[src/shared/phy_link_map.vh]
`ifndef PHY_LINK_MAP_VH
`define PHY_LINK_MAP_VH
// Clock and time figures.
`define CLK_HZ 20000000
`define CLK_NS 50
`define LOCK_MS 50
`define WIN_MS 2
`define SIL_MS 96
`define LP_TO_MS 150
`define HB_NS 1000
`define HB_CYC ((`HB_NS + `CLK_NS - 1) / `CLK_NS)
`define IDLE_RUN 12
`define LP_INV_RUN 8
`define EOF_INV_RUN 4
`define JAB_TX_DEF 25000
`define UNJAB_TX_DEF 100000
// Register byte offsets.
`define ADDR_CFG 8'h00
`define ADDR_STAT 8'h04
`define ADDR_STAT2 8'h08
// Configuration fields.
`define CFG_RST 32'h00000001
`define CFG_AN_EN 0
`define CFG_SPD100 1
`define CFG_LOOP 2
`define CFG_PRE_PASS 5
`define CFG_CRS_SYNC 7
`define CFG_SQE_EN 9
`define CFG_JAB_DIS 10
`define CFG_SCR_BYP 12
`define CFG_OVR 14
`define CFG_ADDR_LSB 16
// Status fields.
`define ST_POL100 0
`define ST_POL10 1
`define ST_LINK_LL 2
`define ST_JAB 3
`define ST_LOCK 4
`define ST2_AN_DONE 7
`define ST2_DUPLEX 9
`define ST2_LINK 10
`define ST2_SPEED 14
// Scrambler seed and code groups.
`define SEED_FIX 6'h2d
`define SYM_IDLE 5'h1f
`define SYM_J 5'h18
`define SYM_K 5'h11
`define SYM_T 5'h0d
`define SYM_R 5'h07
`define NIB_PRE 4'h5
`define NIB_SFD 4'hd
`endif

[src/rtl/phy_link_carrier_control.v]
`include "phy_link_map.vh"
module phy_link_carrier_control #(
  parameter LOCK_CYC = `LOCK_MS * (`CLK_HZ / 1000),
  parameter WIN_CYC = `WIN_MS * (`CLK_HZ / 1000),
  parameter SIL_CYC = `SIL_MS * (`CLK_HZ / 1000),
  parameter LP_TO_CYC = `LP_TO_MS * (`CLK_HZ / 1000),
  parameter JAB_TX = `JAB_TX_DEF,
  parameter UNJAB_TX = `UNJAB_TX_DEF
) (
  // Clock and reset.
  input wire pclk,
  input wire presetn,
  // APB slave.
  input wire psel,
  input wire penable,
  input wire pwrite,
  input wire [7:0] paddr,
  input wire [31:0] pwdata,
  output reg [31:0] prdata,
  output reg pready,
  output reg pslverr,
  // Negotiation results, same clock.
  input wire an_complete,
  input wire an_speed100,
  input wire an_full_duplex,
  // Line and MII inputs from other clock domains.
  input wire rx_clk,
  input wire tx_clk,
  input wire tx_en,
  input wire [3:0] txd,
  input wire [4:0] rx_sym,
  input wire rx10_act,
  input wire [3:0] rx10_nib,
  input wire [2:0] rx10_drib,
  input wire lp_pulse,
  input wire lp_inv,
  input wire eof_inv,
  // MII receive outputs.
  output reg crs,
  output reg rx_dv,
  output reg [3:0] rxd,
  output reg rx_er,
  output reg col,
  // Line control outputs.
  output reg tx_data_en,
  output reg flp_send,
  output reg lp_send,
  output reg scr_en,
  output reg [10:0] scr_seed,
  output reg link_up,
  output reg an_restart,
  output reg pol_fix100
);
  localparam S_IDLE = 4'b0001;
  localparam S_J = 4'b0010;
  localparam S_FRM = 4'b0100;
  localparam S_T = 4'b1000;
  localparam T_IDLE = 5'b00001;
  localparam T_PRE = 5'b00010;
  localparam T_DAT = 5'b00100;
  localparam T_END = 5'b01000;
  localparam T_FIN = 5'b10000;
  localparam integer HB_CYC_I = `HB_CYC;
  localparam [4:0] HB_LOAD = HB_CYC_I[4:0];

  function [4:0] dec5;
    input [4:0] s;
    begin
      case (s)
        5'h1e: dec5 = 5'h10;
        5'h09: dec5 = 5'h11;
        5'h14: dec5 = 5'h12;
        5'h15: dec5 = 5'h13;
        5'h0a: dec5 = 5'h14;
        5'h0b: dec5 = 5'h15;
        5'h0e: dec5 = 5'h16;
        5'h0f: dec5 = 5'h17;
        5'h12: dec5 = 5'h18;
        5'h13: dec5 = 5'h19;
        5'h16: dec5 = 5'h1a;
        5'h17: dec5 = 5'h1b;
        5'h1a: dec5 = 5'h1c;
        5'h1b: dec5 = 5'h1d;
        5'h1c: dec5 = 5'h1e;
        5'h1d: dec5 = 5'h1f;
        `SYM_J: dec5 = {1'b1, `NIB_PRE};
        `SYM_K: dec5 = {1'b1, `NIB_PRE};
        default: dec5 = 5'h00;
      endcase
    end
  endfunction

  // Missing high bits of a partial nibble read as ones.
  function [3:0] pad_nib;
    input [3:0] n;
    input [2:0] b;
    begin
      case (b)
        3'h1: pad_nib = n | 4'he;
        3'h2: pad_nib = n | 4'hc;
        3'h3: pad_nib = n | 4'h8;
        default: pad_nib = n;
      endcase
    end
  endfunction

  wire [22:0] async_in = {rx_clk, tx_clk, tx_en, txd, rx_sym, rx10_act, rx10_nib,
    rx10_drib, lp_pulse, lp_inv, eof_inv};
  reg [22:0] meta_q;
  reg [22:0] sync_q;
  reg rxc_q, txc_q, lp_q, act_q, txen_q;
  reg [31:0] cfg_q;
  reg link_ll_q;
  reg [3:0] st_q;
  reg [4:0] st10_q;
  reg [4:0] prev_sym_q;
  reg [3:0] prev_nib_q;
  reg pad_q;
  reg [3:0] idle_run_q, inv_run_q;
  reg seen_q, locked_q, link100_q, link10_q, pol10_q;
  reg [21:0] win_cnt_q, lock_cnt_q, sil_cnt_q, lp_cnt_q;
  reg [3:0] lp_inv_q;
  reg [2:0] eof_inv_q;
  reg jab_q;
  reg [16:0] jab_cnt_q;
  reg [4:0] hb_cnt_q;

  wire rxc_s = sync_q[22];
  wire txc_s = sync_q[21];
  wire txen_s = sync_q[20];
  wire [3:0] txd_s = sync_q[19:16];
  wire [4:0] raw_sym = sync_q[15:11];
  wire act_s = sync_q[10];
  wire [3:0] nib_s = sync_q[9:6];
  wire [2:0] drib_s = sync_q[5:3];
  wire lp_s = sync_q[2];
  wire lpinv_s = sync_q[1];
  wire eofinv_s = sync_q[0];
  wire rx_tick = rxc_s & ~rxc_q;
  wire tx_tick = txc_s & ~txc_q;
  wire lp_rise = lp_s & ~lp_q;
  wire an_en = cfg_q[`CFG_AN_EN];
  wire spd100 = an_en ? an_speed100 : cfg_q[`CFG_SPD100];
  wire loop10 = cfg_q[`CFG_LOOP] & ~spd100;
  wire [4:0] sym = raw_sym ^ {5{pol_fix100}};
  wire [4:0] dprev = dec5(prev_sym_q);
  wire link_now = spd100 ? link100_q : link10_q;
  wire link_fail = link_up & ~link_now;
  wire acc = psel & penable & pready;
  wire rd_stat = acc & ~pwrite & (paddr == `ADDR_STAT);
  wire win_end = (win_cnt_q == WIN_CYC - 1);

  always @(posedge pclk or negedge presetn)
  begin
    if (!presetn)
    begin
      meta_q <= 23'h000000;
      sync_q <= 23'h000000;
      rxc_q <= 1'b0;
      txc_q <= 1'b0;
      lp_q <= 1'b0;
      act_q <= 1'b0;
      txen_q <= 1'b0;
    end
    else
    begin
      meta_q <= async_in;
      sync_q <= meta_q;
      rxc_q <= rxc_s;
      txc_q <= txc_s;
      lp_q <= lp_s;
      if (rx_tick)
        act_q <= act_s;
      if (tx_tick)
        txen_q <= txen_s;
    end
  end

  // Register slave: no wait state, so pready rises in the access phase.
  always @(posedge pclk or negedge presetn)
  begin
    if (!presetn)
    begin
      cfg_q <= `CFG_RST;
      pready <= 1'b0;
      pslverr <= 1'b0;
      prdata <= 32'h00000000;
      link_ll_q <= 1'b0;
    end
    else
    begin
      pready <= psel & ~penable & ~pready;
      if (psel & ~penable & ~pready)
      begin
        pslverr <= 1'b0;
        prdata <= 32'h00000000;
        case (paddr)
          `ADDR_CFG: prdata <= cfg_q;
          `ADDR_STAT: prdata <= {27'h0000000, locked_q, jab_q, link_ll_q, pol10_q,
            pol_fix100};
          `ADDR_STAT2: prdata <= {17'h00000, spd100, 3'h0, link_up, an_full_duplex,
            1'b0, an_complete, 7'h00};
          default: pslverr <= 1'b1;
        endcase
      end
      if (acc & pwrite & (paddr == `ADDR_CFG))
        cfg_q <= pwdata;
      // A failure in the read cycle wins over the re-arm.
      if (link_fail)
        link_ll_q <= 1'b0;
      else if (rd_stat)
        link_ll_q <= link_now;
    end
  end

  // 100M lock, polarity and link qualification.
  always @(posedge pclk or negedge presetn)
  begin
    if (!presetn)
    begin
      idle_run_q <= 4'h0;
      inv_run_q <= 4'h0;
      seen_q <= 1'b0;
      locked_q <= 1'b0;
      win_cnt_q <= 22'h000000;
      lock_cnt_q <= 22'h000000;
      link100_q <= 1'b0;
      pol_fix100 <= 1'b0;
    end
    else if (!spd100)
    begin
      seen_q <= 1'b0;
      locked_q <= 1'b0;
      link100_q <= 1'b0;
      lock_cnt_q <= 22'h000000;
      win_cnt_q <= 22'h000000;
    end
    else
    begin
      if (rx_tick)
      begin
        if (sym == `SYM_IDLE)
        begin
          if (idle_run_q != `IDLE_RUN)
            idle_run_q <= idle_run_q + 4'h1;
          // A run that goes on past twelve still counts in every later window.
          if (idle_run_q >= `IDLE_RUN - 1)
          begin
            seen_q <= 1'b1;
            locked_q <= 1'b1;
          end
        end
        else
          idle_run_q <= 4'h0;
        if (sym == ~`SYM_IDLE & ~locked_q)
        begin
          inv_run_q <= (inv_run_q == `IDLE_RUN - 1) ? 4'h0 : inv_run_q + 4'h1;
          if (inv_run_q == `IDLE_RUN - 1)
            pol_fix100 <= ~pol_fix100;
        end
        else
          inv_run_q <= 4'h0;
      end
      win_cnt_q <= win_end ? 22'h000000 : win_cnt_q + 22'h000001;
      if (win_end)
      begin
        locked_q <= seen_q;
        seen_q <= 1'b0;
      end
      if (!locked_q)
      begin
        lock_cnt_q <= 22'h000000;
        link100_q <= 1'b0;
      end
      else if (lock_cnt_q != LOCK_CYC - 1)
        lock_cnt_q <= lock_cnt_q + 22'h000001;
      else
        link100_q <= 1'b1;
    end
  end

  // 10M link integrity and polarity; only link pulses and 10M data feed it.
  always @(posedge pclk or negedge presetn)
  begin
    if (!presetn)
    begin
      link10_q <= 1'b0;
      lp_cnt_q <= 22'h000000;
      sil_cnt_q <= 22'h000000;
      pol10_q <= 1'b0;
      lp_inv_q <= 4'h0;
      eof_inv_q <= 3'h0;
    end
    else if (spd100)
    begin
      link10_q <= 1'b0;
      lp_cnt_q <= 22'h000000;
    end
    else
    begin
      if (lp_rise | act_s)
        lp_cnt_q <= 22'h000000;
      else if (lp_cnt_q != LP_TO_CYC - 1)
        lp_cnt_q <= lp_cnt_q + 22'h000001;
      if (lp_rise)
        link10_q <= 1'b1;
      else if (lp_cnt_q == LP_TO_CYC - 1)
        link10_q <= 1'b0;
      if (lp_rise | act_s)
        sil_cnt_q <= 22'h000000;
      else if (sil_cnt_q != SIL_CYC - 1)
        sil_cnt_q <= sil_cnt_q + 22'h000001;
      else
        pol10_q <= 1'b0;
      if (lp_rise)
      begin
        lp_inv_q <= lpinv_s ? lp_inv_q + 4'h1 : 4'h0;
        if (lpinv_s & (lp_inv_q == `LP_INV_RUN - 1))
          pol10_q <= 1'b1;
      end
      if (rx_tick & act_q & ~act_s)
      begin
        eof_inv_q <= eofinv_s ? eof_inv_q + 3'h1 : 3'h0;
        if (eofinv_s & (eof_inv_q == `EOF_INV_RUN - 1))
          pol10_q <= 1'b1;
      end
    end
  end

  // Receive framing to the MAC, updated once per receive clock, or once per transmit clock in loopback.
  always @(posedge pclk or negedge presetn)
  begin
    if (!presetn)
    begin
      st_q <= S_IDLE;
      st10_q <= T_IDLE;
      prev_sym_q <= `SYM_IDLE;
      prev_nib_q <= 4'h0;
      pad_q <= 1'b0;
      crs <= 1'b0;
      rx_dv <= 1'b0;
      rxd <= 4'h0;
      rx_er <= 1'b0;
    end
    else if (loop10)
    begin
      st_q <= S_IDLE;
      st10_q <= T_IDLE;
      if (tx_tick)
      begin
        crs <= txen_s & ~jab_q;
        rx_dv <= txen_s & ~jab_q;
        rxd <= txd_s;
        rx_er <= 1'b0;
      end
    end
    else if (rx_tick & spd100)
    begin
      prev_sym_q <= sym;
      rx_er <= 1'b0;
      st10_q <= T_IDLE;
      case (st_q)
        S_IDLE:
        begin
          crs <= 1'b0;
          rx_dv <= 1'b0;
          rxd <= 4'h0;
          if (sym == `SYM_J)
            st_q <= S_J;
        end
        S_J:
        begin
          if (sym == `SYM_K)
          begin
            st_q <= S_FRM;
            crs <= 1'b1;
            rx_dv <= 1'b1;
            rxd <= `NIB_PRE;
          end
          else
            st_q <= S_IDLE;
        end
        S_FRM:
        begin
          if (sym == `SYM_IDLE)
          begin
            st_q <= S_IDLE;
            crs <= 1'b0;
            rx_dv <= 1'b0;
            rxd <= 4'h0;
            rx_er <= 1'b1;
          end
          else
          begin
            if (sym == `SYM_T)
              st_q <= S_T;
            rx_dv <= 1'b1;
            rxd <= dprev[4] ? dprev[3:0] : 4'h0;
            rx_er <= ~dprev[4];
          end
        end
        S_T:
        begin
          if (sym == `SYM_R | sym == `SYM_IDLE)
          begin
            st_q <= S_IDLE;
            crs <= 1'b0;
            rx_dv <= 1'b0;
            rxd <= 4'h0;
            rx_er <= (sym == `SYM_IDLE);
          end
          else
          begin
            st_q <= S_FRM;
            rx_er <= 1'b1;
          end
        end
        default: st_q <= S_IDLE;
      endcase
    end
    else if (rx_tick)
    begin
      st_q <= S_IDLE;
      prev_nib_q <= nib_s;
      case (st10_q)
        T_IDLE:
        begin
          crs <= 1'b0;
          rx_dv <= 1'b0;
          rxd <= 4'h0;
          if (act_s)
            st10_q <= cfg_q[`CFG_PRE_PASS] ? T_DAT : T_PRE;
        end
        T_PRE:
        begin
          if (!act_s)
            st10_q <= T_IDLE;
          else if (nib_s == `NIB_SFD & prev_nib_q == `NIB_PRE)
          begin
            st10_q <= T_DAT;
            crs <= 1'b1;
            rx_dv <= 1'b1;
            rxd <= `NIB_PRE;
          end
        end
        T_DAT:
        begin
          crs <= act_s | cfg_q[`CFG_CRS_SYNC];
          rx_dv <= 1'b1;
          rxd <= prev_nib_q;
          if (!act_s)
          begin
            st10_q <= T_END;
            prev_nib_q <= pad_nib(nib_s, drib_s);
            pad_q <= (drib_s != 3'h0) & (drib_s < 3'h5);
          end
        end
        T_END:
        begin
          st10_q <= pad_q ? T_FIN : T_IDLE;
          rx_dv <= pad_q;
          crs <= pad_q & cfg_q[`CFG_CRS_SYNC];
          rxd <= pad_q ? prev_nib_q : 4'h0;
        end
        T_FIN:
        begin
          st10_q <= T_IDLE;
          crs <= 1'b0;
          rx_dv <= 1'b0;
          rxd <= 4'h0;
        end
        default: st10_q <= T_IDLE;
      endcase
    end
  end

  // Transmit side: jabber, heartbeat and line control.
  always @(posedge pclk or negedge presetn)
  begin
    if (!presetn)
    begin
      jab_q <= 1'b0;
      jab_cnt_q <= 17'h00000;
      hb_cnt_q <= 5'h00;
      col <= 1'b0;
      tx_data_en <= 1'b0;
      flp_send <= 1'b0;
      lp_send <= 1'b0;
      scr_en <= 1'b0;
      scr_seed <= 11'h000;
      link_up <= 1'b0;
      an_restart <= 1'b0;
    end
    else
    begin
      if (spd100 | cfg_q[`CFG_JAB_DIS])
      begin
        jab_q <= 1'b0;
        jab_cnt_q <= 17'h00000;
      end
      else if (tx_tick)
      begin
        if (!jab_q)
        begin
          jab_cnt_q <= txen_s ? jab_cnt_q + 17'h00001 : 17'h00000;
          if (txen_s & (jab_cnt_q == JAB_TX - 1))
          begin
            jab_q <= 1'b1;
            jab_cnt_q <= 17'h00000;
          end
        end
        else if (txen_s)
          jab_cnt_q <= 17'h00000;
        else if (jab_cnt_q == UNJAB_TX - 1)
          jab_q <= 1'b0;
        else
          jab_cnt_q <= jab_cnt_q + 17'h00001;
      end
      if (tx_tick & txen_q & ~txen_s & ~spd100 & cfg_q[`CFG_SQE_EN] & ~jab_q)
        hb_cnt_q <= HB_LOAD;
      else if (hb_cnt_q != 5'h00)
        hb_cnt_q <= hb_cnt_q - 5'h01;
      col <= (hb_cnt_q != 5'h00);
      tx_data_en <= (link_now | (cfg_q[`CFG_OVR] & ~an_en)) & ~jab_q;
      flp_send <= an_en & ~link_now;
      lp_send <= ~spd100 & ~txen_s & ~(an_en & ~link_now);
      scr_en <= spd100 & ~cfg_q[`CFG_SCR_BYP];
      scr_seed <= {`SEED_FIX, cfg_q[`CFG_ADDR_LSB +: 5]};
      link_up <= link_now;
      an_restart <= link_fail & an_en;
    end
  end
endmodule // phy_link_carrier_control

[config.mk]
export PLATFORM = sky130hd
export DESIGN_NAME = phy_link_carrier_control
export DESIGN_NICKNAME = d
export VERILOG_FILES = /design/src/rtl/phy_link_carrier_control.v
export VERILOG_INCLUDE_DIRS = /design/src /design/src/shared
export SDC_FILE = /design/constraint.sdc
export NUM_CORES = 1
export LEC_CHECK = 0
export BUFFER_PORTS_ARGS = -buffer_cell sky130_fd_sc_hd__buf_2
export CAP_MARGIN = 30
export CORE_MARGIN = 3
export CORE_UTILIZATION = 59
export CTS_CLUSTER_DIAMETER = 100
export CTS_CLUSTER_SIZE = 20
export DETAILED_ROUTE_END_ITERATION = 16
export GPL_TIMING_DRIVEN = 0
export PLACE_DENSITY = 0.8
export SLEW_MARGIN = 20
export SYNTH_ARGS = -nofsm -noshare
export SYNTH_HDL_FRONTEND = slang
export SYNTH_SLANG_ARGS = --single-unit
[constraint.sdc]
create_clock -name pclk -period 2.92 [get_ports pclk]
set_clock_uncertainty 0.1 [all_clocks]
set_input_delay 0.584 -clock pclk [delete_from_list [all_inputs] [get_ports pclk]]
set_output_delay 0.584 -clock pclk [all_outputs]
set_load 0.01 [all_outputs]
Word-level counts from Yosys, hierarchy flattened

Memories as Yosys holds them, arrays and structs flattened.
Cells that the tools add are included.

Memories: 1
Bits in read-only memories: 160
Register bits: 289
Output and inout port bits: 60

Equality and inequality tests: 51
Reduce and logical (&&, ||, !) cells: 31
Add/subtract/negate cells: 10
$lt $le $gt $ge: 2
Multiplexer cells: 114
Bitwise gates (word level): 61

Memories:

| memory           | depth | bits a word | read ports | clocked after Yosys merged registers in | wr ports | RTL line                      | RTL |
|---|---|---|---|---|---|---|---|
| (name not given) | 32    | 5           | 1          | 0                                       | 0        | phy_link_carrier_control.v:69 | `case (s)` |

Operators by type and width:

| operator                                                           | number |
|---|---|
| 22-bit 2-to-1 mux                                                  | 10 |
| 17-bit 2-to-1 mux                                                  | 7 |
| 4-bit 2-to-1 mux                                                   | 24 |
| 32-bit case mux with 3 select lines                                | 1 |
| 22-bit by 1-bit adder with 22-bit output (second input constant)   | 4 |
| 5-bit 2-to-1 mux                                                   | 10 |
| 1-bit 2-to-1 mux                                                   | 48 |
| 4-bit case mux with 4 select lines                                 | 3 |
| 4-bit != test (second input constant)                              | 10 |
| 1-bit bitwise AND                                                  | 36 |
| 22-bit by 16-bit == test with 1-bit output (second input constant) | 1 |
| 22-bit == test (second input constant)                             | 1 |
| 22-bit by 20-bit != test with 1-bit output (second input constant) | 1 |
| 22-bit by 21-bit != test with 1-bit output (second input constant) | 1 |
| 22-bit != test (second input constant)                             | 1 |
| 5-bit == test (second input constant)                              | 4 |
| 5-bit case mux with 4 select lines                                 | 1 |
| 1-bit inverter                                                     | 19 |
| 17-bit by 1-bit adder with 17-bit output (second input constant)   | 1 |
| 17-bit by 15-bit == test with 1-bit output (second input constant) | 1 |
| 17-bit == test (second input constant)                             | 1 |
| 1-bit case mux with 4 select lines                                 | 4 |
| 2-bit AND reduction                                                | 7 |
| 4-bit by 1-bit adder with 4-bit output (second input constant)     | 3 |
| other kinds (40)                                                   | 70 |

Logic depth before layout (Yosys ltp)

Gate-level depths: netlist of run 1.

Word-level depth: 8
Gate-level depth with buffers: 8

Worst setup path before layout of run 1

Ideal clock, no wire load.

Path type: input to register
From: input paddr[7]
To: register cfg_q[3]
Path buffers: 2
Library setup time: 127 ps
Data arrival time: 2116 ps
Slack: 577 ps
Cell stages on the path: 6
Required time: 2693 ps
Cells stage by stage: nor4_1 > nand2_1 > or4_1 > clkbuf_1 > buf_1 > mux2_1

Word-level cells in the longest chain between the ends: 2

RTL lines:

| element                | RTL line                       | RTL |
|---|---|---|
| start: declaration     | phy_link_carrier_control.v:17  | `input wire [7:0] paddr,` |
| 8-bit logical NOT      | --                             |  |
| 1-bit bitwise AND      | phy_link_carrier_control.v:206 | `` if (acc & pwrite & (paddr == `ADDR_CFG)) `` |
| end signal: assignment | phy_link_carrier_control.v:184 | `` cfg_q <= `CFG_RST; `` |
| end signal: assignment | phy_link_carrier_control.v:207 | `cfg_q <= pwdata;` |
| end: declaration       | phy_link_carrier_control.v:112 | `reg [31:0] cfg_q;` |

No other way between the ends.
A chain may end at the register's enable or synchronous reset.

Final worst setup path of run 1

From: register cfg_q[0]
To: register link_ll_q

Word-level cells in the longest chain between the ends: 5
Elaborated cells on any way between the ends: 7
Those cells by class: mux (4); bitwise (2); reduce/logical (1)

RTL lines:

| element                                                       | RTL line                       | RTL |
|---|---|---|
| 1-bit 2-to-1 mux (*)                                          | phy_link_carrier_control.v:143 | `` wire spd100 = an_en ? an_speed100 : cfg_q[`CFG_SPD100]; `` |
| 1-bit 2-to-1 mux (*)                                          | phy_link_carrier_control.v:147 | `wire link_now = spd100 ? link100_q : link10_q;` |
| 1-bit inverter                                                | phy_link_carrier_control.v:148 | `wire link_fail = link_up & ~link_now;` |
| 1-bit bitwise AND                                             | phy_link_carrier_control.v:148 |  |
| 1-bit 2-to-1 mux / 2-bit nonzero test (equally long branches) | --                             |  |
| end signal: assignment                                        | phy_link_carrier_control.v:212 | `link_ll_q <= link_now;` |
| end: declaration                                              | phy_link_carrier_control.v:113 | `reg link_ll_q;` |

Mark *: on every way between the ends. The rest lies on a longest branch, timed or not. The select of a mux whose other input is x is not followed.

==> run summary, run 1 <==
TritonRoute pass-1 iters: 5
CTS root buffer: clkbuf_16
H-tree levels: 1
Max-cap viol count: 0
Post-DR wirelength/cell: 17.4 microns
PD cells: 529 mW/mm^2
Maximum VDD drop: 0.491 mV
RSZ-0062 raised after global routing: no
Share of cells above drive strength 1: 16.2%
Top-level I/O count: 131
Core region area: 0.0214 sq mm
GRT Total Usage: 24.6%
Startpoint Class: flop
Initial Utilization: 61.3%
Maximum clock path buffer count: 3
Max-slew violations: 0
Avg Inst Size Synth: 10.5 sq um
Hold Fails Final Rpt: 0
Slew headroom: 44.8%
Via Count: 9971
Worst setup path category: reg -> reg
Tightest Pin Transition: 0.822 ns
Antenna cells: 0
Nets: 1497
Leakage: 6.68 nW
Met3 WL: 1640 microns
Synth warn: 0
CTS tree: done
WL met2: 14200 microns
CP endpoint kind: flop
Post-route met1 wirelength: 13000 microns
Die area: 0.0241 sq mm
DP HPWL: 21100 microns
Chip Width: 155 microns
Share of the synthesized area in the top cell type: 53.5%
Worst-path cell chain: mux2i_4 > clkbuf_1 > nor2_1 > a21oi_1 > o21ai_0 > o21a_1
Crit-path max FO: 10
Number of global-route vias before repair: 9855
Post-synth top area cell: dfrtp_1
Setup tns final: 0 ns
Critical path's top delay family: compound AO/OA/AOI/OAI gates
Post-CTS setup-driven buffer insertion count: 0
Synth cell count leaders: dfrtp_1 (281), nor2_1 (142), nand2_1 (113)
Top post-synthesis cells by area: dfrtp_1 (54%), nor2_1 (4.1%), mux2_2 (3.5%)
HP Class: in -> reg
Rows: 53
Slowest stage delay, CP: 0.62 ns
Worst Hold Slack: 0.0638 ns
Critical Path RT: 3.22 ns
Register bit total from synthesis: 289
Die H: 155 microns
Area grow syn2layout: 12.4%
DR vias/cell: 5.89
Synth cell types: 77
Sequential-to-total area share from yosys stat: 55.1%
Post-DRT Antenna Nets: 0
Top-count cell post-synth: dfrtp_1
Mapped Cells: 1255
Buf/Inv on CP: 1
CTS buffer count: 18
Fin crit period: 2.75 ns
WP data arrival: 3.05 ns
Synthesized area: 0.0131 sq mm
Post-synth EDFFs: 0
Final worst path period share: 94.3%
Final Setup Violations: 0
Top Metal Used: met5
Critical path's slowest cell: dfstp_2
Sink Count: 289
First-pass GRT wire length: 48900 microns
IO Port Bufs: 126
Fmax: 363 MHz
Largest net degree at the start of global routing: 83
Drt first-iter violations: 692
Worst-path clk slew: 0.09 ns
DRC: 0
Overall routed net length: 29400 microns
Initial antenna violation count: 1
Outcome: completed
Grt ovf: 0
Ys async rst share: 100%
Clk_lat worst skew: 0.52 ns
Final GP Congestion: 0.922
Main flop type after synthesis: dfrtp_1
[cell usage in the layout (no fill, tap or decap), drive strengths merged, types with 4 or more instances in the layout]
cell type / Yosys / final
o22ai: 6 / 6
nand3: 50 / 50
nand4: 37 / 37
o31ai: 7 / 7
nand4b: 4 / 4
or2: 5 / 5
or3: 18 / 18
dfstp: 8 / 8
nand2: 113 / 113
ha: 20 / 20
xor2: 51 / 51
a22o: 26 / 26
nor2: 142 / 142
or4b: 4 / 4
o21ai: 81 / 81
and2: 9 / 9
nor4b: 9 / 9
inv: 33 / 33
o41ai: 8 / 8
or4: 6 / 6
and3: 21 / 21
nand2b: 15 / 15
and4: 9 / 9
buf: 15 / 144
mux2i: 13 / 13
a31oi: 11 / 11
nor3: 26 / 26
mux2: 44 / 44
nor2b: 11 / 11
dfrtp: 281 / 281
nor4: 11 / 11
nand3b: 8 / 8
clkbuf: 39 / 68
xnor2: 30 / 30
a21oi: 31 / 31
[cell families after synthesis]
| kind of cell | count (synthesis) | synth area share [%] |
|---|---|---|
| compound gates | 213 | 10.5 |
| xor+xnor | 81 | 5.40 |
| fa+ha+maj | 20 | 1.90 |
| buf+inv | 87 | 2.69 |
| flops | 289 | 55.1 |
| mux | 57 | 4.79 |
| other cells | 2 | 0.0572 |
| simple gates | 506 | 19.5 |
[per-layer routing]
metal	track usage, %	vias to the layer above
met3	4.37	43
met2	40.8	277
met1	34.4	4918
met5	0	-
li1	-	4731
met4	5.34	2
[area by class of cell]
cell class / instances / area [sq um]
Buffer: 54 / 230
Clock buffer: 29 / 492
Clock inverter: 2 / 32.5
Fill cell: 1587 / 6660
Inverter: 33 / 124
Multi-Input combinational cell: 880 / 5560
Sequential cell: 289 / 7240
Tap cell: 275 / 344
Timing Repair Buffer: 130 / 733
[metrics by stage]
| stage | std cells | worst slack [ns] | power [W] | utilization, % | area, sq um |
|---|---|---|---|---|---|
| final | 1692 | 0.167 | 0.00781 | 68.9 | 14800 |
| after floorplan | 1256 | 0.577 | 0.00499 | - | 13100 |
| after CTS | 1692 | 0.120 | 0.00786 | 68.9 | 14800 |
| after global placement | 1657 | -4.03 | 0.00531 | 65.9 | 14100 |
| after detailed placement | 1660 | -0.0472 | 0.00537 | 66.3 | 14200 |
| after global routing | 1692 | 0.0692 | 0.00815 | 68.9 | 14800 |
[final timing paths]
kind / startpoint / to / slack [ns] / cells after the start
setup / recovery: cfg_q[0]$_DFFE_PN1P_ / link_ll_q$_DFFE_PN0P_ / 0.17 / 6
hold / removal: lp_pulse / meta_q[2]$_DFF_PN0_ / 0.06 / 1
setup reg to reg: cfg_q[0]$_DFFE_PN1P_ / link_ll_q$_DFFE_PN0P_ / 0.17 / 6
hold reg to reg: meta_q[13]$_DFF_PN0_ / sync_q[13]$_DFF_PN0_ / 0.25 / 0
max in group asynchronous: presetn / cfg_q[0]$_DFFE_PN1P_ / 1.10 / 4
min in group asynchronous: presetn / sync_q[16]$_DFF_PN0_ / 0.52 / 2
[sequential cells by signal, summed over array words and instances (netlist names), 3 cells and up]
name,flops
lp_inv_q,4
rxd,4
sil_cnt_q,22
sync_q,23
inv_run_q,4
prev_nib_q,4
cfg_q,32
scr_seed,6
st_q,4
jab_cnt_q,17
hb_cnt_q,5
idle_run_q,4
st10_q,5
prdata,32
meta_q,23
eof_inv_q,3
prev_sym_q,5
lp_cnt_q,22
lock_cnt_q,22
win_cnt_q,22
[repair_timing]
item / CTS / global route
endpoints found under the setup margin: 2 / 13
hold buffers: 1 / 0
gates resized for setup: 1 / 2
endpoints found under the hold margin: 60 / 0
[power breakdown]
group | switching (W) | internal, W
Combinational | 0.000540 | 0.000406
Sequential | 0.000146 | 0.00420
Clock | 0.00134 | 0.00118
Total | 0.00202 | 0.00579
Note: power is estimated with default switching activity, not from simulation.
==> inputs of run 2 (changes only) <==
--- a/config.mk
+++ b/config.mk
@@ -8,13 +8,15 @@
 export LEC_CHECK = 0
 export BUFFER_PORTS_ARGS = -buffer_cell sky130_fd_sc_hd__buf_2
 export CAP_MARGIN = 30
+export CELL_PAD_IN_SITES_DETAIL_PLACEMENT = 1
+export CELL_PAD_IN_SITES_GLOBAL_PLACEMENT = 2
 export CORE_MARGIN = 3
-export CORE_UTILIZATION = 59
+export CORE_UTILIZATION = 39
 export CTS_CLUSTER_DIAMETER = 100
 export CTS_CLUSTER_SIZE = 20
 export DETAILED_ROUTE_END_ITERATION = 16
 export GPL_TIMING_DRIVEN = 0
-export PLACE_DENSITY = 0.8
+export PLACE_DENSITY_LB_ADDON = 0.1
 export SLEW_MARGIN = 20
 export SYNTH_ARGS = -nofsm -noshare
 export SYNTH_HDL_FRONTEND = slang
==> run 2 against run 1 <==
First-iteration DRC count shrank 42%. Total power grew 1.3%. Critical path depth is the same. Maximum frequency grew 0.62%.
==> run summary, run 2 (synthesis gave the netlist of run 1 again) <==
R2R cell count: 6 (unchanged)
Endpoint, Worst Hold: meta_q[20]$_DFF_PN0_
Reg2reg setup slack: 0.18 ns (+0.02 ns)
Fmax: 365 MHz (+0.62%)
Worst-path clk slew: 0.08 ns (about the same)
Fillers: 3741 (+140%)
DR vias/cell: 5.34 (-9.3%)
Initial Utilization: 40.0% (-21 points)
CP endpoint kind: flop
Final Setup Violations: 0 (unchanged)
Final GP Congestion: 0.790 (-14%)
Initial antenna violation count: 6 (+5)
Maximum VDD drop: 0.490 mV (-0.19%)
Max-cap viol count: 0 (unchanged)
Maximum clock path buffer count: 3 (unchanged)
Hold Fails Final Rpt: 0 (unchanged)
Critical Path RT: 3.22 ns (about the same)
Slew headroom: 36.1% (-8.7 points)
Dpl ws: -0.302 ns (-0.255 ns)
Most common cell after layout, fill and taps aside: dfrtp_1
Post-CTS setup-driven buffer insertion count: 0 (unchanged)
Final Cell Area: 0.0150 sq mm (+1.5%)
Fin crit period: 2.74 ns (-0.0169 ns)
Area grow syn2layout: 14.1%
Critical R2R Launch: sync_q[22]$_DFF_PN0_
Outcome: completed
Die area: 0.0359 sq mm (+49%)
Largest registers: cfg_q: 32 flops, prdata: 32 flops
Leakage: 6.70 nW (+0.26%)
Footprint of the multi-input gates: 0.00557 sq mm (about the same)
Worst-path cell chain: nor2b_1 > clkbuf_1 > nand2_1 > nor3_2 > and2b_1 > mux2_1
Commonest cells after routing, fill and taps aside: dfrtp_1 (281), nor2_1 (140), buf_2 (132), nand2_1 (113), o21ai_0 (79)
Critical path's slowest cell: nor3_2
Setup tns final: 0 ns (unchanged)
WP data arrival: 3.03 ns (-0.02 ns)
PD cells: 528 mW/mm^2 (-0.22%)
Startpoint Class: flop
Core region area: 0.0329 sq mm (+53%)
Placed Instance Area: 0.0144 sq mm (+1.5%)
Drt first-iter violations: 403 (-42%)
Via Count: 9943 (-0.28%)
CTS tree: done
Tightest Pin Transition: 0.959 ns (+0.137 ns)
Top-level I/O count: 131 (unchanged)
Register Area: 0.00724 sq mm (unchanged)
CTS root buffer: clkbuf_16
Sink Count: 289 (unchanged)
Post-Place Cells: 1827 (+10%)
Critical path's top delay family: simple AND/OR/NAND/NOR gates
Clk_lat worst skew: 0.53 ns (about the same)
HP Class: in -> reg
Rows: 66 (+25%)
Final setup margin: 0.184 ns (+0.0169 ns)
Die H: 190 microns (+22%)
Chip Width: 190 microns (+22%)
Critical path depth in cells: 6 (unchanged)
Post-DR wirelength/cell: 18.4 microns (+6.2%)
Worst setup path category: reg -> reg
RSZ-0062 raised after global routing: no
Buf/Inv on CP: 1 (unchanged)
Nets: 1498 (+0.067%)
Share of cells above drive strength 1: 16.6% (+0.40 points)
Overall routed net length: 34300 microns (+17%)
DP HPWL: 24700 microns (+17%)
Layout Cells excl Fill: 1861 (+10%)
RR Endpoint: crs$_DFFE_PN0P_
Post-DRT Antenna Nets: 0 (unchanged)
Slowest stage delay, CP: 0.60 ns (-0.02 ns)
Hold Crit Start: tx_en
TritonRoute pass-1 iters: 4 (-1)
Hold path cells: 1 (unchanged)
Worst Hold Slack: 0.0661 ns (+0.00237 ns)
Antenna cells: 0 (unchanged)
IO Port Bufs: 126 (unchanged)
First-pass GRT wire length: 56900 microns (+16%)
GRT Total Usage: 19.3% (-5.3 points)
Grt ovf: 0 (unchanged)
Final worst path period share: 93.7% (-0.58 points)
H-tree levels: 1 (unchanged)
Max-slew violations: 0 (unchanged)
DRC: 0 (unchanged)
Number of global-route vias before repair: 10700 (+8.4%)
Crit-path max FO: 10 (unchanged)
Largest net degree at the start of global routing: 90 (+8.4%)
CTS buffer count: 18 (unchanged)
run 2: cell count changes in the layout (fill, tap and decap cells not counted), sizes merged:
cell / previous run / this run
inv: 33 / 34
clkinv: 2 / 1
clkbuf: 68 / 70
run 2: report_power, final:
part / leakage (nW) / switching, W / internal [W]
clock: 0.253 / 0.00139 / 0.00121
sequential: 3.81 / 0.000148 / 0.00420
combinational: 2.63 / 0.000565 / 0.000405
total: 6.70 / 0.00210 / 0.00581
run 2: worst max path at each step:
stage,start,end,slack (ns)
6_report,sync_q[22]$_DFF_PN0_,crs$_DFFE_PN0P_,0.18
5_1_grt,sync_q[22]$_DFF_PN0_,rxd[0]$_DFFE_PN0P_,0.02
4_1_cts,cfg_q[0]$_DFFE_PN1P_,sil_cnt_q[16]$_DFFE_PN0P_,0.01
3_5_place_dp,paddr[3],cfg_q[5]$_DFFE_PN0P_,-0.30
3_3_place_gp,presetn,prdata[19]$_DFFE_PN0P_,-4.50
2_1_floorplan,paddr[7],cfg_q[3]$_DFFE_PN0P_,0.58
run 2: per-stage QoR:
step	total power, W	util [%]
after floorplan	0.00499	-
after global placement	0.00536	43.6
after detailed placement	0.00540	43.9
after CTS	0.00805	45.5
after global routing	0.00834	45.6
final	0.00791	45.6
run 2: final cells by class:
| type | instances | share of cell area [%] |
|---|---|---|
| plain buffers | 54 | 1.55 |
| clock buffers | 30 | 3.37 |
| clock inverters | 2 | 0.167 |
| inverters | 33 | 0.826 |
| multi-input cells | 880 | 37.2 |
| flip-flops and latches | 289 | 48.3 |
| well taps | 442 | 3.69 |
| repair buffers | 131 | 4.92 |
run 2: per-layer routing:
layer,vias to the layer above,wire (microns),share of wire [%],global-route usage [%]
met1,5008,16000,47,26.8
met5,-,71,0.21,0
met4,12,550,1.6,3.24
met3,44,2000,5.8,4.90
met2,147,15600,46,31.2
li1,4732,-,-,-
run 2: what timing repair did:
action,CTS,global route
endpoints found under the setup margin,40,44
hold buffers,1,0
gates resized for setup,1,8
hold endpoints to repair,57,0
==> inputs of run 3 (changes only) <==
--- a/config.mk
+++ b/config.mk
@@ -10,8 +10,8 @@
 export CAP_MARGIN = 30
 export CELL_PAD_IN_SITES_DETAIL_PLACEMENT = 1
 export CELL_PAD_IN_SITES_GLOBAL_PLACEMENT = 2
-export CORE_MARGIN = 3
-export CORE_UTILIZATION = 39
+export CORE_MARGIN = 1
+export CORE_UTILIZATION = 42
 export CTS_CLUSTER_DIAMETER = 100
 export CTS_CLUSTER_SIZE = 20
 export DETAILED_ROUTE_END_ITERATION = 16
==> constraint.sdc (replaced) <==
create_clock -name pclk -period 3.5 [get_ports pclk]
set_clock_uncertainty 0.1 [all_clocks]
set_input_delay 0.7 -clock pclk [delete_from_list [all_inputs] [get_ports pclk]]
set_output_delay 0.7 -clock pclk [all_outputs]
set_load 0.01 [all_outputs]
==> run 3 against run 2 <==
Setup slack better by 0.25 ns. Cell area is 0.49% lower. Via count hardly changed. Largest power group unchanged. Total power is 16% lower. Largest cell class unchanged. Core utilization is 3.0 points higher. Maximum frequency is 11% lower. Critical path depth is 1 lower.
==> run summary, run 3 (synthesis gave the netlist of run 1 again) <==
Outcome: completed
CTS tree: done
Post-DR wirelength/cell: 18.5 microns (+0.49%)
H-tree levels: 1 (unchanged)
Critical Path RT: 3.81 ns (+0.59 ns)
Final worst path period share: 87.6% (-6.1 points)
Final setup margin: 0.432 ns (+0.249 ns)
PD cells: 443 mW/mm^2 (-16%)
Maximum clock path buffer count: 3 (unchanged)
Chip Width: 179 microns (-5.6%)
Final GP Congestion: 0.823 (+4.1%)
Worst-path clk slew: 0.09 ns (about the same)
Die H: 179 microns (-5.6%)
Fillers: 3403 (-9.0%)
CTS root buffer: clkbuf_16
Max-slew violations: 0 (unchanged)
Largest net degree at the start of global routing: 95 (+5.6%)
Critical path depth in cells: 5 (-1)
Initial antenna violation count: 2 (-4)
Overall routed net length: 33600 microns (-1.9%)
CP endpoint kind: flop
CTS buffer count: 18 (unchanged)
WP data arrival: 3.37 ns (+0.34 ns)
Setup tns final: 0 ns (unchanged)
Seq pwr share: 54.8% (about the same)
Initial Utilization: 42.8% (+2.9 points)
Slowest stage delay, CP: 0.69 ns (+0.09 ns)
Critical R2R Launch: cfg_q[0]$_DFFE_PN1P_
Tightest Pin Transition: 0.902 ns (-0.0570 ns)
Area grow syn2layout: 13.5%
Drt first-iter violations: 407 (+0.99%)
Rows: 64 (-3.0%)
Post-CTS setup-driven buffer insertion count: 0 (unchanged)
Fmax: 326 MHz (-11%)
Internal power: 0.00485 W (-17%)
DP HPWL: 24200 microns (-1.9%)
Post-cts sizing count: 0 (-1)
Clk_lat worst skew: 0.53 ns (about the same)
Most common cell after layout, fill and taps aside: dfrtp_1
DRC: 0 (unchanged)
Buf/Inv on CP: 1 (unchanged)
DR vias/cell: 5.47 (+2.4%)
Number of global-route vias before repair: 10200 (-4.1%)
Critical path's top delay family: buffers and inverters
Nets: 1497 (-0.067%)
Worst Setup EP: lp_send$_DFF_PN0_
R2R cell count: 5 (-1)
Met2 Track Usage GR: 35.4% (+4.3 points)
Critical path's slowest cell: clkbuf_1
Setup crit start: cfg_q[0]$_DFFE_PN1P_
IO Port Bufs: 126 (unchanged)
Logic pwr share: 12.2% (about the same)
Final Setup Violations: 0 (unchanged)
Hold-fix buffers at CTS: 1 (unchanged)
Worst setup path category: reg -> reg
Commonest cells after routing, fill and taps aside: dfrtp_1 (281), nor2_1 (142), buf_2 (132), nand2_1 (113), o21ai_0 (79)
Crit-path max FO: 10 (unchanged)
Core Util, Final: 48.6% (+3.0 points)
Hold Fails Final Rpt: 0 (unchanged)
Post-DRT Antenna Nets: 0 (unchanged)
Die area: 0.0320 sq mm (-11%)
HP Class: in -> reg
Maximum VDD drop: 0.324 mV (-34%)
Worst-path cell chain: mux2i_2 > clkbuf_1 > a21oi_1 > and2_1 > nor3_1
Met1 GRT Util: 29.0% (+2.2 points)
Dpl ws: 0.124 ns (+0.426 ns)
Reg2reg setup slack: 0.43 ns (+0.25 ns)
Max-cap viol count: 0 (unchanged)
Largest registers: cfg_q: 32 flops, prdata: 32 flops
Startpoint Class: flop
TritonRoute pass-1 iters: 4 (unchanged)
Top-level I/O count: 131 (unchanged)
Core region area: 0.0307 sq mm (-6.7%)
RSZ-0062 raised after global routing: no
Switching Share: 26.6% (+0.078 points)
Net switching power: 0.00176 W (-16%)
GRT Total Usage: 21.5% (+2.3 points)
Grt peak-use layer: met2
M3 GR Usage: 4.52% (-0.38 points)
Share of cells above drive strength 1: 16.1% (-0.41 points)
Grt ovf: 0 (unchanged)
Slew headroom: 39.9% (+3.8 points)
Leakage: 6.68 nW (-0.20%)
Clock share of power: 33.0% (+0.2 points)
Fin crit period: 3.07 ns (+0.331 ns)
Via Count: 9938 (-0.050%)
First-pass GRT wire length: 54500 microns (-4.2%)
Sink Count: 289 (unchanged)
RR Endpoint: lp_send$_DFF_PN0_
[run 3: layout make-up]
| class | instances | area (sq um) | area share (%) |
|---|---|---|---|
| tap | 396 | 495 | 3.32 |
| clock inverter | 2 | 27.5 | 0.185 |
| multi-input combinational | 880 | 5550 | 37.2 |
| buffer | 54 | 230 | 1.54 |
| inverter | 33 | 124 | 0.830 |
| timing repair buffer | 130 | 733 | 4.92 |
| clock buffer | 30 | 505 | 3.39 |
| sequential | 289 | 7240 | 48.6 |
| antenna | 2 | 5.00 | 0.0336 |
[run 3: worst min-delay path by stage]
stage | start | to | cells past startpoint
after global placement | meta_q[14]$_DFF_PN0_ | sync_q[14]$_DFF_PN0_ | 0
after floorplan | meta_q[0]$_DFF_PN0_ | sync_q[0]$_DFF_PN0_ | 0
after detailed placement | meta_q[3]$_DFF_PN0_ | sync_q[3]$_DFF_PN0_ | 0
final | rx_sym[2] | meta_q[13]$_DFF_PN0_ | 1
after CTS | rx_sym[2] | meta_q[13]$_DFF_PN0_ | 1
after global routing | lp_inv | meta_q[1]$_DFF_PN0_ | 1
[run 3: power groups by stage]
stage	clock network, W	logic, W	registers, W
after floorplan	0	0.000493	0.00367
after global placement	0	0.000774	0.00368
after detailed placement	0	0.000812	0.00369
after CTS	0.00228	0.000816	0.00363
after global routing	0.00237	0.000903	0.00364
final	0.00218	0.000804	0.00362
[run 3: metal layers]
metal  vias to the layer above  part of all wire (%)
li1                       4722                     -
met1                      4998                    46
met2                       164                    46
met3                        52                   5.1
met4                         2                   2.3
met5                         -                 0.039
[run 3: worst register-to-register path, delay by kind of cell, from the launching register on]
family	cells	cell delay, ns
multiplexers	1	0.68
flip-flops	1	0.62
buffers and inverters	1	0.69
AND/OR/NAND/NOR	2	0.56
AO/OA/AOI/OAI	1	0.30
[run 3: per-stage QoR]
step,hold slack [ns],area (sq um),power [W],instances
6_report,0.173,14900,0.00661,1816
5_1_grt,0.155,14900,0.00691,1814
4_1_cts,0.147,14900,0.00672,1814
3_5_place_dp,0.236,14400,0.00450,1781
3_3_place_gp,0.233,14300,0.00446,1778
2_1_floorplan,0.231,13100,0.00416,1256
